## src/include/swv_defines.svh

```systemverilog
`ifndef SWV_DEFINES_SVH
`define SWV_DEFINES_SVH

// ==========================================================
// command codes on the link
`define SWV_CMD_WRITE_SP 8'h0f
`define SWV_CMD_READ_SP 8'haa
`define SWV_CMD_COPY_SP 8'h99

// ==========================================================
// scratchpad and status byte layout
`define SWV_LAST_OFFSET 5'h1f
`define SWV_ES_AA_BIT 7
`define SWV_ES_ZERO_BIT 6
`define SWV_ES_PF_BIT 5
`define SWV_CRC_INIT 16'h0000
`define SWV_CRC_POLY 16'ha001
`define SWV_REG_PAGE_TAG 10'h010

// ==========================================================
// slot kinds
`define SWV_SLOT_RESET 2'h0
`define SWV_SLOT_WRITE 2'h1
`define SWV_SLOT_READ 2'h2

// ==========================================================
// timing
`define SWV_CLK_PERIOD_NS 40
`define SWV_COPY_BYTE_NS 2000
`define SWV_COPY_BYTE_CYC ((`SWV_COPY_BYTE_NS + `SWV_CLK_PERIOD_NS - 1) / `SWV_CLK_PERIOD_NS)
`define SWV_SLOT_CYC_STD 16
`define SWV_SLOT_CYC_OD 2

// ==========================================================
// controller registers on apb
`define SWV_APB_CMD 12'h000
`define SWV_APB_STATUS 12'h004
`define SWV_OP_RESET 2'h0
`define SWV_OP_WRITE 2'h1
`define SWV_OP_READ 2'h2

`endif

```

## src/include/swv_pkg.sv

```systemverilog
package swv_pkg;

  // ==========================================================
  // device end
  typedef enum logic [11:0] {
    SWV_IDLE    = 12'h001,
    SWV_WS_ADDR = 12'h002,
    SWV_WS_DATA = 12'h004,
    SWV_CRC_OUT = 12'h008,
    SWV_RS_HDR  = 12'h010,
    SWV_RS_DATA = 12'h020,
    SWV_ONES    = 12'h040,
    SWV_CP_AUTH = 12'h080,
    SWV_CP_PW   = 12'h100,
    SWV_COPY    = 12'h200,
    SWV_ALT     = 12'h400,
    SWV_HALT    = 12'h800
  } swv_dev_state_t;

  typedef struct packed {
    swv_dev_state_t st;
    logic [15:0] ta;
    logic [4:0] es_e;
    logic pf;
    logic aa;
    logic od;
    logic [15:0] crc;
    logic [7:0] sh;
    logic [2:0] bitn;
    logic [3:0] idx;
    logic [4:0] ptr;
    logic mism_auth;
    logic mism_pw;
    logic [7:0] wcnt;
    logic [7:0] ccnt;
    logic pend;
    logic [1:0] pkind;
    logic pwbit;
    logic ack;
    logic rbit;
    logic alt;
    logic mem_we;
    logic [15:0] mem_addr;
    logic [7:0] mem_wdata;
    logic [31:0][7:0] spad;
  } swv_dev_t;

  // ==========================================================
  // host end
  typedef enum logic [2:0] {
    SWV_H_IDLE  = 3'h1,
    SWV_H_ISSUE = 3'h2,
    SWV_H_WAIT  = 3'h4
  } swv_host_state_t;

  typedef struct packed {
    swv_host_state_t st;
    logic [1:0] op;
    logic [7:0] sh;
    logic [2:0] nbits;
    logic [2:0] cnt;
    logic [7:0] rx;
    logic [13:0] cmd;
    logic req;
    logic [1:0] kind;
    logic wbit;
    logic pready;
    logic pslverr;
    logic [31:0] prdata;
  } swv_host_t;

endpackage

```

## src/include/swv_link_if.sv

```systemverilog
`timescale 1ns/1ps
`default_nettype none

// ==========================================================
// slot level link between bus master and device
interface swv_link_if;
  logic slot_req;
  logic [1:0] slot_kind;
  logic slot_wbit;
  logic slot_ack;
  logic slot_rbit;

  modport dev (input slot_req, input slot_kind, input slot_wbit,
               output slot_ack, output slot_rbit);
  modport host (output slot_req, output slot_kind, output slot_wbit,
                input slot_ack, input slot_rbit);
endinterface

`default_nettype wire

```

## src/rtl/swv_device.sv

```systemverilog
// Added by the designer: the memory write port and the copy timing parameter.
`timescale 1ns/1ps
`default_nettype none
`include "swv_defines.svh"

module swv_device
  import swv_pkg::*;
#(
  parameter int SLOT_CYC_STD = `SWV_SLOT_CYC_STD,
  parameter int SLOT_CYC_OD = `SWV_SLOT_CYC_OD,
  parameter int COPY_CYC = `SWV_COPY_BYTE_CYC
) (
  // clock and reset
  input wire logic ref_clk,
  input wire logic reset,
  // link to the bus master
  swv_link_if.dev link,
  // security and mission context
  input wire logic passwords_enabled,
  input wire logic [63:0] full_access_pw,
  input wire logic mission_active,
  input wire logic internal_busy,
  // speed selection from the rom layer
  input wire logic od_set,
  input wire logic od_clr,
  output logic overdrive_select,
  // memory write port
  output logic mem_we,
  output logic [15:0] mem_addr,
  output logic [7:0] mem_wdata
);

  // ==========================================================
  // parameter checks
  if (SLOT_CYC_STD < 1 || SLOT_CYC_STD > 256 || SLOT_CYC_OD < 1 || SLOT_CYC_OD > 256) begin : g_bad_slot
    $error("slot cycle counts must lie in 1..256");
  end
  if (COPY_CYC < 1 || COPY_CYC > 256) begin : g_bad_copy
    $error("copy cycle count must lie in 1..256");
  end

  localparam logic [7:0] STD_LAT = 8'(SLOT_CYC_STD - 1);
  localparam logic [7:0] OD_LAT = 8'(SLOT_CYC_OD - 1);
  localparam logic [7:0] COPY_LAT = 8'(COPY_CYC - 1);

  // ==========================================================
  // helpers
  function automatic logic [15:0] crc_bit(input logic [15:0] c, input logic d);
    logic [15:0] r;
    r = {1'b0, c[15:1]};
    if (c[0] ^ d) begin
      r = r ^ `SWV_CRC_POLY;
    end
    return r;
  endfunction

  function automatic logic [7:0] hdr_byte(input logic [1:0] i, input logic [15:0] t,
                                          input logic [7:0] s);
    logic [7:0] r;
    case (i)
      2'h0: r = t[7:0];
      2'h1: r = t[15:8];
      default: r = s;
    endcase
    return r;
  endfunction

  swv_dev_t q;
  swv_dev_t next_q;
  logic [7:0] b;
  logic [7:0] es;
  logic [7:0] tx;
  logic [7:0] pw_byte;
  logic bitv;
  logic rx_st;
  logic crc_st;
  logic reg_page;

  // ==========================================================
  // next state
  always_comb begin
    next_q = q;
    next_q.ack = 1'b0;
    next_q.mem_we = 1'b0;
    b = {q.pwbit, q.sh[7:1]};
    es = {q.aa, 1'b0, q.pf, q.es_e};
    tx = (q.st == SWV_RS_HDR) ? hdr_byte(q.idx[1:0], q.ta, es) : q.spad[q.ptr];
    pw_byte = full_access_pw[{q.idx[2:0], 3'h0} +: 8];
    bitv = 1'b1;
    rx_st = (q.st == SWV_IDLE) || (q.st == SWV_WS_ADDR) || (q.st == SWV_WS_DATA) ||
            (q.st == SWV_CP_AUTH) || (q.st == SWV_CP_PW);
    crc_st = (q.st == SWV_IDLE) || (q.st == SWV_WS_ADDR) || (q.st == SWV_WS_DATA);
    reg_page = (q.ta[15:6] == `SWV_REG_PAGE_TAG);

    if (od_set) begin
      next_q.od = 1'b1;
    end else if (od_clr) begin
      next_q.od = 1'b0;
    end

    // copy engine waits while sampling owns the memory
    if (q.st == SWV_COPY) begin
      if (q.ccnt != 8'h00) begin
        next_q.ccnt = q.ccnt - 8'h01;
      end else if (!internal_busy) begin
        next_q.mem_we = 1'b1;
        next_q.mem_addr = {q.ta[15:5], q.ptr};
        next_q.mem_wdata = q.spad[q.ptr];
        next_q.ccnt = COPY_LAT;
        if (q.ptr == q.es_e) begin
          next_q.st = SWV_ALT;
          next_q.alt = 1'b1;
        end else begin
          next_q.ptr = q.ptr + 5'h01;
        end
      end
    end

    // slot timing follows the selected speed
    if (!q.pend && link.slot_req) begin
      next_q.pend = 1'b1;
      next_q.pkind = link.slot_kind;
      next_q.pwbit = link.slot_wbit;
      next_q.wcnt = q.od ? OD_LAT : STD_LAT;
    end else if (q.pend && q.wcnt != 8'h00) begin
      next_q.wcnt = q.wcnt - 8'h01;
    end else if (q.pend) begin
      next_q.pend = 1'b0;
      next_q.ack = 1'b1;
      if (q.st == SWV_COPY) begin
        bitv = 1'b1;
      end else if (q.pkind == `SWV_SLOT_RESET) begin
        if (q.st == SWV_WS_DATA && q.bitn != 3'h0) begin
          next_q.pf = 1'b1;
        end
        next_q.st = SWV_IDLE;
        next_q.bitn = 3'h0;
        next_q.crc = `SWV_CRC_INIT;
      end else if (q.pkind == `SWV_SLOT_WRITE) begin
        if (rx_st) begin
          next_q.sh = b;
          next_q.bitn = q.bitn + 3'h1;
          if (crc_st) begin
            next_q.crc = crc_bit(q.crc, q.pwbit);
          end
          if (q.bitn == 3'h7) begin
            case (q.st)
              SWV_IDLE: begin
                next_q.idx = 4'h0;
                if (b == `SWV_CMD_WRITE_SP) begin
                  next_q.st = SWV_WS_ADDR;
                  next_q.aa = 1'b0;
                  next_q.pf = 1'b0;
                end else if (b == `SWV_CMD_READ_SP) begin
                  next_q.st = SWV_RS_HDR;
                end else if (b == `SWV_CMD_COPY_SP) begin
                  next_q.st = SWV_CP_AUTH;
                  next_q.mism_auth = 1'b0;
                  next_q.mism_pw = 1'b0;
                end else begin
                  next_q.st = SWV_HALT;
                end
              end
              SWV_WS_ADDR: begin
                next_q.idx = q.idx + 4'h1;
                if (q.idx == 4'h0) begin
                  next_q.ta[7:0] = b;
                end else begin
                  next_q.ta[15:8] = b;
                  next_q.ptr = q.ta[4:0];
                  next_q.es_e = q.ta[4:0];
                  next_q.st = SWV_WS_DATA;
                end
              end
              SWV_WS_DATA: begin
                next_q.spad[q.ptr] = b;
                next_q.es_e = q.ptr;
                if (q.ptr == `SWV_LAST_OFFSET) begin
                  next_q.st = SWV_CRC_OUT;
                  next_q.idx = 4'h0;
                end else begin
                  next_q.ptr = q.ptr + 5'h01;
                end
              end
              SWV_CP_AUTH: begin
                next_q.idx = q.idx + 4'h1;
                if (b != hdr_byte(q.idx[1:0], q.ta, es)) begin
                  next_q.mism_auth = 1'b1;
                end
                if (q.idx == 4'h2) begin
                  next_q.st = SWV_CP_PW;
                  next_q.idx = 4'h0;
                end
              end
              SWV_CP_PW: begin
                next_q.idx = q.idx + 4'h1;
                next_q.mism_pw = q.mism_pw | (b != pw_byte);
                if (q.idx == 4'h7) begin
                  if (passwords_enabled && next_q.mism_pw) begin
                    next_q.st = SWV_HALT;
                  end else if (!q.mism_auth && q.es_e == `SWV_LAST_OFFSET &&
                               !(mission_active && reg_page)) begin
                    next_q.aa = 1'b1;
                    next_q.st = SWV_COPY;
                    next_q.ptr = q.ta[4:0];
                    next_q.ccnt = COPY_LAT;
                  end else begin
                    next_q.st = SWV_ONES;
                  end
                end
              end
              default: begin
                next_q.st = SWV_HALT;
              end
            endcase
          end
        end
      end else begin
        case (q.st)
          SWV_RS_HDR, SWV_RS_DATA: begin
            bitv = tx[q.bitn];
            next_q.crc = crc_bit(q.crc, tx[q.bitn]);
            next_q.bitn = q.bitn + 3'h1;
            if (q.bitn == 3'h7) begin
              if (q.st == SWV_RS_HDR) begin
                next_q.idx = q.idx + 4'h1;
                if (q.idx == 4'h2) begin
                  next_q.st = SWV_RS_DATA;
                  next_q.ptr = q.ta[4:0];
                end
              end else if (q.ptr == `SWV_LAST_OFFSET) begin
                next_q.st = SWV_CRC_OUT;
                next_q.idx = 4'h0;
              end else begin
                next_q.ptr = q.ptr + 5'h01;
              end
            end
          end
          SWV_CRC_OUT: begin
            bitv = ~q.crc[0];
            next_q.crc = {1'b0, q.crc[15:1]};
            next_q.idx = q.idx + 4'h1;
            if (q.idx == 4'hf) begin
              next_q.st = SWV_ONES;
            end
          end
          SWV_ALT: begin
            bitv = q.alt;
            next_q.alt = ~q.alt;
          end
          default: begin
            bitv = 1'b1;
          end
        endcase
      end
      next_q.rbit = bitv;
    end
  end

  // ==========================================================
  // state register
  always_ff @(posedge ref_clk or posedge reset) begin
    if (reset) begin
      q <= '0;
      q.st <= SWV_IDLE;
    end else begin
      q <= next_q;
    end
  end

  assign link.slot_ack = q.ack;
  assign link.slot_rbit = q.rbit;
  assign overdrive_select = q.od;
  assign mem_we = q.mem_we;
  assign mem_addr = q.mem_addr;
  assign mem_wdata = q.mem_wdata;

endmodule

`default_nettype wire

```

## src/flat_wrapper.sv

```systemverilog
// flat-port wrapper written by rule: the top's interface ports become plain ports
module swv_device_flat import swv_pkg::*;
#(
  parameter int SLOT_CYC_STD = `SWV_SLOT_CYC_STD,
  parameter int SLOT_CYC_OD = `SWV_SLOT_CYC_OD,
  parameter int COPY_CYC = `SWV_COPY_BYTE_CYC
)
  (ref_clk, reset, passwords_enabled, full_access_pw, mission_active, internal_busy, od_set, od_clr, overdrive_select, mem_we, mem_addr, mem_wdata, link_slot_req, link_slot_kind, link_slot_wbit, link_slot_ack, link_slot_rbit);
  swv_link_if link_i ();
  input wire logic ref_clk;
  input wire logic reset;
  input wire logic passwords_enabled;
  input wire logic [63:0] full_access_pw;
  input wire logic mission_active;
  input wire logic internal_busy;
  input wire logic od_set;
  input wire logic od_clr;
  output logic overdrive_select;
  output logic mem_we;
  output logic [15:0] mem_addr;
  output logic [7:0] mem_wdata;
  input wire logic [$bits(link_i.slot_req)-1:0] link_slot_req;
  input wire logic [$bits(link_i.slot_kind)-1:0] link_slot_kind;
  input wire logic [$bits(link_i.slot_wbit)-1:0] link_slot_wbit;
  output wire logic [$bits(link_i.slot_ack)-1:0] link_slot_ack;
  output wire logic [$bits(link_i.slot_rbit)-1:0] link_slot_rbit;
  assign link_i.slot_req = link_slot_req;
  assign link_i.slot_kind = link_slot_kind;
  assign link_i.slot_wbit = link_slot_wbit;
  assign link_slot_ack = link_i.slot_ack;
  assign link_slot_rbit = link_i.slot_rbit;
  swv_device #(.SLOT_CYC_STD(SLOT_CYC_STD), .SLOT_CYC_OD(SLOT_CYC_OD), .COPY_CYC(COPY_CYC)) u_core (.ref_clk(ref_clk), .reset(reset), .link(link_i), .passwords_enabled(passwords_enabled), .full_access_pw(full_access_pw), .mission_active(mission_active), .internal_busy(internal_busy), .od_set(od_set), .od_clr(od_clr), .overdrive_select(overdrive_select), .mem_we(mem_we), .mem_addr(mem_addr), .mem_wdata(mem_wdata));
endmodule
```

## config.mk

```make
export PLATFORM = sky130hd
export DESIGN_NAME = swv_device_flat
export DESIGN_NICKNAME = d
export VERILOG_FILES = /design/src/include/swv_pkg.sv /design/src/include/swv_link_if.sv /design/src/rtl/swv_device.sv /design/src/flat_wrapper.sv
export VERILOG_INCLUDE_DIRS = /design/src /design/src/include
export SDC_FILE = /design/constraint.sdc
export NUM_CORES = 1
export LEC_CHECK = 0
export ABC_CLOCK_PERIOD_IN_PS = 32400
export BUFFER_PORTS_ARGS = -buffer_cell sky130_fd_sc_hd__buf_2
export CORE_UTILIZATION = 50
export CTS_CLUSTER_SIZE = 24
export DETAILED_ROUTE_END_ITERATION = 7
export MAX_ROUTING_LAYER = met4
export PLACE_DENSITY = 0.68
export SLEW_MARGIN = 0
export SYNTH_ARGS = -nofsm -noshare
export SYNTH_HDL_FRONTEND = slang
export SYNTH_SLANG_ARGS = --single-unit
```

## constraint.sdc

```tcl
create_clock -name ref_clk -period 32.4 [get_ports ref_clk]
set_input_delay 4.86 -clock ref_clk [delete_from_list [all_inputs] [get_ports ref_clk]]
set_output_delay 4.86 -clock ref_clk [all_outputs]
set_load 0.01 [all_outputs]
```

== Word level (Yosys, flattened, before mapping) ==
Cells that the tools add are included.
Operators by class
  reductions and logical operators: 50
  bitwise operators: 13
  equal/unequal tests: 42
  $add $sub $neg: 5
  shifts and indexed selects: 1
  order comparisons: 3
  mux-type cells: 137
Operators by type and width (count)
  $bwmux W256: 1
  $mux W8: 28
  $mux W12: 18
  $mux W35: 6
  $mux W16: 6
  $mux W26: 3
  $shiftx A64 B7 Y8: 1
  $mux W5: 12
  $pmux W12 S5: 1
  $reduce_and A10 Y1: 5
  $bmux W8 S5: 1
  $demux W8 S5: 1
  $mux W38: 1
  $mux W9: 4
  $mux W7: 5
  $pmux W16 S2: 1
  $reduce_and A13 Y1: 2
  $pmux W12 S2: 1
  $mux W23: 1
  $ne A2 B2 Y1 const B: 11
  $mux W21: 1
  $mux W1: 20
  $mux W20: 1
  $reduce_bool A2 Y1: 10
  other kinds (62): 110
Word-level totals
  word-level logic and storage cells: 308
  input port bits: 75
  output and inout bits: 28
  register bits: 378

== Logic depth before layout (Yosys ltp) ==
Gate-level depths: netlist (run 1).
  depth after elaboration: 23
  mapped depth: 15
  gate-level depth less buffers: 12

== Worst setup path before layout (run 1) ==
No wires, ideal clock.
  path type: input to register
  start: in full_access_pw[13]
  end: reg u_core.q[289] in the netlist's numbering
  stages: 10
  path buffers: 0
  library setup time: 0.123 ns
  data arrival time: 7.156 ns
  slack: 25.121 ns
  data required time: 32.277 ns
  cells stage by stage: mux4_1 mux2i_1 xnor2_1 a211o_1 o41ai_4 nand2b_4 or3_4 and2_4 o21ai_1 o21ai_1
RTL lines
  start: declaration: RTL line flat_wrapper.sv:13  | input wire logic [63:0] full_access_pw;
  end signal: assignment: RTL line swv_device.sv:267  | q <= next_q;
  end: declaration: RTL line swv_device.sv:68  | swv_dev_t q;

==> run metrics, run 1 <==
status=finished clean; RSZ-0062 raised after global routing=false; Critical Path End Type=flop; reg2reg end=u_core.q[339]$_DFFE_PP0P_; GRT Overall Usage=30.3%; Worst-Margin Slew=roughly 1.2 ns; Max FO, Critical Path=5; Clock Skews=0.0259 ns; die width=201 um; Post-Synthesis Cells=1797; mux contribution to synthesized area=between 20% and 30%; largest net degree at the start of global routing=121; Peak VDD IR=0.0000469 V; Synth top area share=47.5%; Antenna diodes=0; critical path class=in -> reg; routability cong.=0.955; Post-CTS Setup Repair Bufs=0; Hold Path End=u_core.mem_addr[10]$_DFFE_PP0P_; die height=201 um; Routed wire per std cell=about 25 um; commonest cells in the netlist=dfrtp_1, mux2_2, nand2_1; adder-cell share of the synthesized area=0.884%; Hold Crit Start=u_core.mem_addr[10]$_DFFE_PP0P_; compound-gate portion of the synthesized area=9.05%; Congestion Overflow GR=0; CTS tree=done; EDFF count, synth=0; Synth Area in Simple Gates=12.1%; CTS sink count=between 300 and 400; Worst-path clk slew=about 0.060 ns; FMAX=141 MHz; sequential power share=49.4%; Netlist Area Pre-Place=0.0198 mm^2; Slew headroom=about 17%; count of state elements after synthesis=about 380; Req. time, crit path=between 30 and 40 ns; DRC Markers=0; crit path time final=7.11 ns; register area share after synthesis=47.6%; Cell Rows=between 70 and 80; Power Density=43.7 mW/mm^2; Die ar.=0.0404 mm^2; drt pass-1 iters=5; critical path startpoint category=input pin; Post-Route WL=58400 um; cts hold-fix bufs=0; IO Pins=103; Top FF cell, synth=dfrtp_1; drt via density=around 6.3; Clock Path Buffers=3; Hold/Removal Path Class=reg -> reg; Total Power=955 uW; synthesis-to-layout area growth=10.1%; first-pass GRT wire length=91100 um; main combinational cell family by area after synthesis=multiplexers; CTS Buf Count=41; critical path's most frequent cell=o21ai_1; Reg2Reg Depth=11; clock power share=48.7%; Netlist cell types=78; most common cell in the netlist=dfrtp_1; critical-path cell list=buf_2, mux4_1, mux2i_1, xnor2_1, a211o_1, o41ai_4, nand2b_4, or3_4, and2_4, o21ai_1, o21ai_1; clock root buffer=clkbuf_16; Fin. Hold Viols=0; PostCTS Resize Cnt=0; hold path cells=2; Lkg Pwr=9.86 nW; Core ar.=0.0388 mm^2; layout cells sized above 1=27.6%; Area contributors post-synth=dfrtp_1, mux2_2, mux2i_1, nand2_1, o22ai_1; cell taking the most area after synthesis=dfrtp_1; Comb pwr share=1.9%; Nets=1911; Initial Util=51.0%; slowest cell on the critical path=o41ai_4; reg2reg setup slack=27.66 ns; First DRT Iteration DRCs=about 1100; Synth Area in XOR/XNOR=under 10%; initial antenna violation count=0; Port Buf Inserts=roughly 100; worst hold slack=around 0.47 ns; Sw Ratio=between 20% and 30%; Total Negative Setup Slacks=0 ns; post-synthesis async set-or-reset flop share=100%; DR vias=14900; Buf/Inv on CP=1; hpwl dp=39400 um; Synth Net Count=1886; CP arrival=~7.5 ns; P_sw=208 uW; endpoints failing setup=0; Top delay family on crit path=compound AO/OA/AOI/OAI gates; worst r2r src=u_core.q[307]$_DFF_PP0_; CP peak stage delay=0.53 ns; Tcrit/Tclk final=21.9%; Syn Area/Cell=between 10 and 15 um^2; max_cap viols=0; vias in the first global route=15000; antenna viol nets, final=0; H-tree depth=2; Synth warnings=0; Final Slew Violations=0; Clk Latency, worst-skew pair=about 0.57 ns; Internal Power=about 750 uW
==> metrics by stage <==
| step | utilization [%] | cell area (um^2) | cells | setup WS [ns] |
|---|---|---|---|---|
| 6_report | 56.2 | 21800 | 2368 | 25.29 |
| 5_1_grt | 56.2 | 21800 | 2368 | 25.22 |
| 4_1_cts | 56.2 | 21800 | 2368 | 25.30 |
| 3_5_place_dp | 52.8 | 20500 | 2297 | 24.73 |
| 3_3_place_gp | 52.8 | 20500 | 2297 | 24.77 |
| 2_1_floorplan | - | 19800 | 1797 | 17.07 |
==> power by group through the flow <==
stage / Sequential, mW / Combinational [mW] / Clock, mW
global placement: 0.480 / 0.0186 / 0
floorplan: 0.480 / 0.0105 / 0
finish: 0.472 / 0.0184 / 0.465
global route: 0.471 / 0.0212 / 0.491
detailed placement: 0.480 / 0.0191 / 0
CTS: 0.472 / 0.0191 / 0.472
==> registers in the layout, indices dropped and copies added (netlist names) <==
| signal | cells |
|---|---|
| u_core.q | 334 |
| u_core.mem_addr | 16 |
| u_core.b | 8 |
| u_core.mem_wdata | 8 |
| u_core.es | 7 |
| u_core.link.slot_ack | 1 |
| u_core.link.slot_rbit | 1 |
| u_core.mem_we | 1 |
| u_core.overdrive_select | 1 |
==> per-layer routing <==
layer / GRT usage [%] / part of all wire, %
met1: 38.0 / 42
met2: 48.9 / 48
met3: 4.45 / 5.5
met4: 13.3 / 4.4
met5: - / 0
==> area by class of cell <==
class	instances	area [um^2]
Clock buffer	57	1180
Sequential cell	377	9440
Clock inverter	14	145
Inverter	25	101
Tap cell	518	648
Multi-Input combinational cell	1252	9630
Fill cell	3363	17000
Timing Repair Buffer	125	683
==> kinds of logic after synthesis <==
logic type	after synthesis
AO/OA/AOI/OAI	288
XOR/XNOR	29
adder cells (fa/ha/maj)	14
buffers and inverters	168
flip-flops	377
multiplexers	452
AND/OR/NAND/NOR	469
==> how the worst max path moves through the flow <==
stage | startpoint | end | slack (ns) | cells past startpoint
global route | full_access_pw[13] | u_core.q[290]$_DFF_PP0_ | 25.22 | 11
floorplan | reset | u_core.b[0]$_DFFE_PP0P_ | 17.07 | 1
global placement | full_access_pw[13] | u_core.q[290]$_DFF_PP0_ | 24.77 | 11
finish | full_access_pw[13] | u_core.q[290]$_DFF_PP0_ | 25.29 | 11
CTS | full_access_pw[13] | u_core.q[290]$_DFF_PP0_ | 25.30 | 11
detailed placement | full_access_pw[13] | u_core.q[290]$_DFF_PP0_ | 24.73 | 11
==> placed cells by master, fill, tap and decap left out, drive strengths merged, types with 9 or more instances in the layout <==
| cell type | n |
|---|---|
| clkbuf | 57 |
| nor3 | 30 |
| and2 | 13 |
| mux2i | 152 |
| buf | 125 |
| clkinv | 9 |
| ha | 14 |
| xnor2 | 15 |
| inv | 24 |
| nor4 | 26 |
| and3 | 13 |
| nand2 | 199 |
| o22ai | 72 |
| nand4 | 12 |
| dfrtp | 376 |
| o21ai | 81 |
| or3 | 15 |
| a21oi | 51 |
| xor2 | 14 |
| a31oi | 14 |
| nand3 | 39 |
| nor2 | 53 |
| nand2b | 9 |
| mux2 | 292 |
==> worst min-delay path, delay by kind of cell, from the launching register on <==
kind / cells / cell delay [ns]
DFF: 1 / 0.34
and+or+nand+nor: 2 / 0.10
(Power assumes the default switching activity.)
==> run 2, diff against run 1 <==
Settings changed: ABC_AREA from default to 1, ABC_CLOCK_PERIOD_IN_PS 32400 to 7100.
Clock period 32.4 ns to 7.1 ns, I/O delays scaled along.
==> run metrics, run 2 <==
Final Slew Violations=0 (unchanged); max FFs per register=334 (unchanged); die width=207 um (+3.0%); antenna viol nets, final=0 (unchanged); worst hold slack=0.466 ns (+0.000796 ns); Clock Skews=0.0282 ns (+0.00231 ns); Clk Latency, worst-skew pair=0.59 ns (+0.02 ns); DR vias=18800 (+26%); Netlist Area Pre-Place=0.0210 mm^2 (+6.1%); Area contributors post-synth=dfrtp_1, nand2_1, o21ai_1, inv_1, o21ai_0; critical path startpoint category=flop; CTS Buf Count=43 (+4.9%); slowest cell on the critical path=dfrtp_4; Antenna diodes=0 (unchanged); Core ar.=0.0412 mm^2 (+6.1%); critical-path cell list=ha_1, nand2_1, nor2_1, ha_1, inv_1, a21oi_1, o21ai_0, nand2_1, nand2_1, inv_1, nand2_1, a32oi_1, inv_1; Critical Path End Type=flop; Max FO, Critical Path=68 (+63); CP peak stage delay=0.98 ns (+0.45 ns); IO Pins=103 (unchanged); Post-CTS Setup Repair Bufs=0 (unchanged); clock root buffer=clkbuf_16; commonest non-fill, non-tap cell in the layout=nand2_1; H-tree depth=2 (unchanged); layout cells sized above 1=10.1% (-17 points); Post-Route WL=61900 um (+6.0%); mux contribution to synthesized area=0.0476% (-25 points); endpoints failing setup=0 (unchanged); Slew headroom=20.8% (+4.0 points); Area after DPL=0.0216 mm^2 (+5.3%); drt pass-1 iters=8 (+3); Fin. Hold Viols=0 (unchanged); cell taking the most area after synthesis=dfrtp_1; Worst-path clk slew=0.06 ns (about the same); Nets=2951 (+54%); pre-CTS setup slack=3.22 ns (-21.52 ns); DRC Markers=11 (+11); CP arrival=4.34 ns (-3.20 ns); hold path cells=1 (-1); drt via density=5.48 (-13%); Worst-Margin Slew=1.19 ns (-0.0609 ns); max_cap viols=0 (unchanged); adder-cell share of the synthesized area=0.833% (-0.051 points); FMAX=around 260 MHz; Non-Filler Instances=3426 (+45%); Syn Area/Cell=7.33 um^2 (-33%); RSZ-0062 raised after global routing=false; Congestion Overflow GR=0 (unchanged); register area share after synthesis=44.9% (-2.8 points); Lkg Pwr=11.0 nW (+12%); CTS sink count=377 (unchanged); critical path's most frequent cell=nand2_1; multi-input combinational cell area=0.00963 mm^2 (about the same); final instance area=0.0231 mm^2 (+5.6%); Power Density=292 mW/mm^2 (+570%); Total Negative Setup Slacks=0 ns (unchanged); main combinational cell family by area after synthesis=simple AND/OR/NAND/NOR gates; crit path time final=3.89 ns; register area=0.00944 mm^2 (about the same); Peak VDD IR=0.000156 V (+230%); most common cell in the netlist=nand2_1; Port Buf Inserts=102 (unchanged); initial antenna violation count=0 (unchanged); # fillers=3869 (+15%); routability cong.=0.983 (+2.8%); Biggest register=u_core.q; largest net degree at the start of global routing=175 (+45%); violations in the final reports=design-rule violations; EDFF count, synth=0 (unchanged); Req. time, crit path=7.56 ns (-25.27 ns); count of state elements after synthesis=377 (unchanged); DP Cell Count=3349 (+46%); Synth Area in XOR/XNOR=0.874% (-0.41 points); commonest cells in the netlist=nand2_1, dfrtp_1, inv_1; reg2reg setup slack=3.21 ns (-24.45 ns); compound-gate portion of the synthesized area=13.4% (+4.4 points); cts hold-fix bufs=0 (unchanged); First DRT Iteration DRCs=1931 (+69%); synthesis-to-layout area growth=9.59%; commonest cells after routing, fill and taps aside=nand2_1, dfrtp_1, inv_1, o21ai_1, nor2_1; Top FF cell, synth=dfrtp_1; Reg2Reg Depth=13 (+2); Synth top area share=44.7% (-2.7 points); vias in the first global route=18000 (+20%); GRT Overall Usage=30.2% (-0.11 points); post-synthesis async set-or-reset flop share=100% (unchanged); Synth warnings=0 (unchanged); Post-Synthesis Cells=2868 (+60%); Clock Path Buffers=3 (unchanged); status=complete, but fails checks; PostCTS Resize Cnt=0 (unchanged); die height=207 um (+3.0%); Synth Area in Simple Gates=30.4% (+18 points); first-pass GRT wire length=100000 um (+9.9%); Initial Util=51.1% (about the same); Die ar.=0.0429 mm^2 (+6.1%); hpwl dp=40700 um (+3.5%); Tcrit/Tclk final=54.7%; CTS tree=done; Hold/Removal Path Class=reg -> reg; Synth Net Count=2957 (+57%); Cell Rows=74 (+2.8%); PnR worst setup slack=3.21 ns (-22.08 ns); Netlist cell types=53 (-32%); critical path class=reg -> reg; Routed wire per std cell=18.1 um (-27%)
run 2: cell count changes after synthesis, moves of 61 or more:
cell / previous run / this run
nor2_1: 52 / 199
mux2i_1: 152 / 1
buf_2: 16 / 77
o21ai_0: 74 / 174
nand2_1: 198 / 976
o21ai_1: 7 / 252
mux2_2: 291 / 0
inv_1: 24 / 272
nand3_1: 39 / 153
run 2: final timing paths:
path	startpoint	endpoint
worst max-delay path	u_core.q[306]$_DFF_PP0_	u_core.q[370]$_DFF_PP0_
worst min-delay path	u_core.q[303]$_DFFE_PP0P_	u_core.q[303]$_DFFE_PP0P_
worst max register to register	u_core.q[306]$_DFF_PP0_	u_core.q[370]$_DFF_PP0_
worst min register to register	u_core.q[303]$_DFFE_PP0P_	u_core.q[303]$_DFFE_PP0P_
max in group asynchronous	reset	u_core.q[307]$_DFF_PP0_
min in group asynchronous	reset	u_core.q[172]$_DFFE_PP0P_
run 2: cell type report:
cell class / instances / area share [%]
clock buffers: 67 / 5.72
clock inverters: 10 / 0.640
inverters: 292 / 4.78
multi-input cells: 2019 / 41.8
flip-flops and latches: 377 / 41.0
well taps: 532 / 2.89
repair buffers: 129 / 3.26
run 2: power breakdown:
group,switching (mW),internal [mW]
logic,1.42,0.546
clock network,0.920,1.39
registers,0.221,2.24
run 2: per-stage QoR:
step           total power, mW  utilization (%)
6_report                  6.74             55.9
5_1_grt                   7.11             55.9
4_1_cts                   6.75             55.9
3_5_place_dp              4.43             52.4
3_3_place_gp              4.41             52.4
2_1_floorplan             3.86                -
run 2: kinds of logic after synthesis:
group                      Yosys count
xor gates and xnor gates            21
muxes                                1
buffers and inverters              472
AOI/OAI and AO/OA                  533
DFF                                377
and+or+nand+nor                   1450
adders and majority gates           14
run 2: routing by layer:
layer	vias to the layer above	wire length [um]	global-route usage, %
met2	621	27500	45.0
met1	8913	28600	42.3
met4	0	1120	7.82
met5	-	0	-
li1	9158	-	-
met3	81	4600	5.61
run 2: critical path: cells and delay by family (launching register included):
kind | cells | cell delay (ns)
adders and majority gates | 2 | 1.32
DFF | 1 | 0.98
and+or+nand+nor | 5 | 0.53
AOI/OAI and AO/OA | 3 | 0.48
buffers and inverters | 3 | 0.44
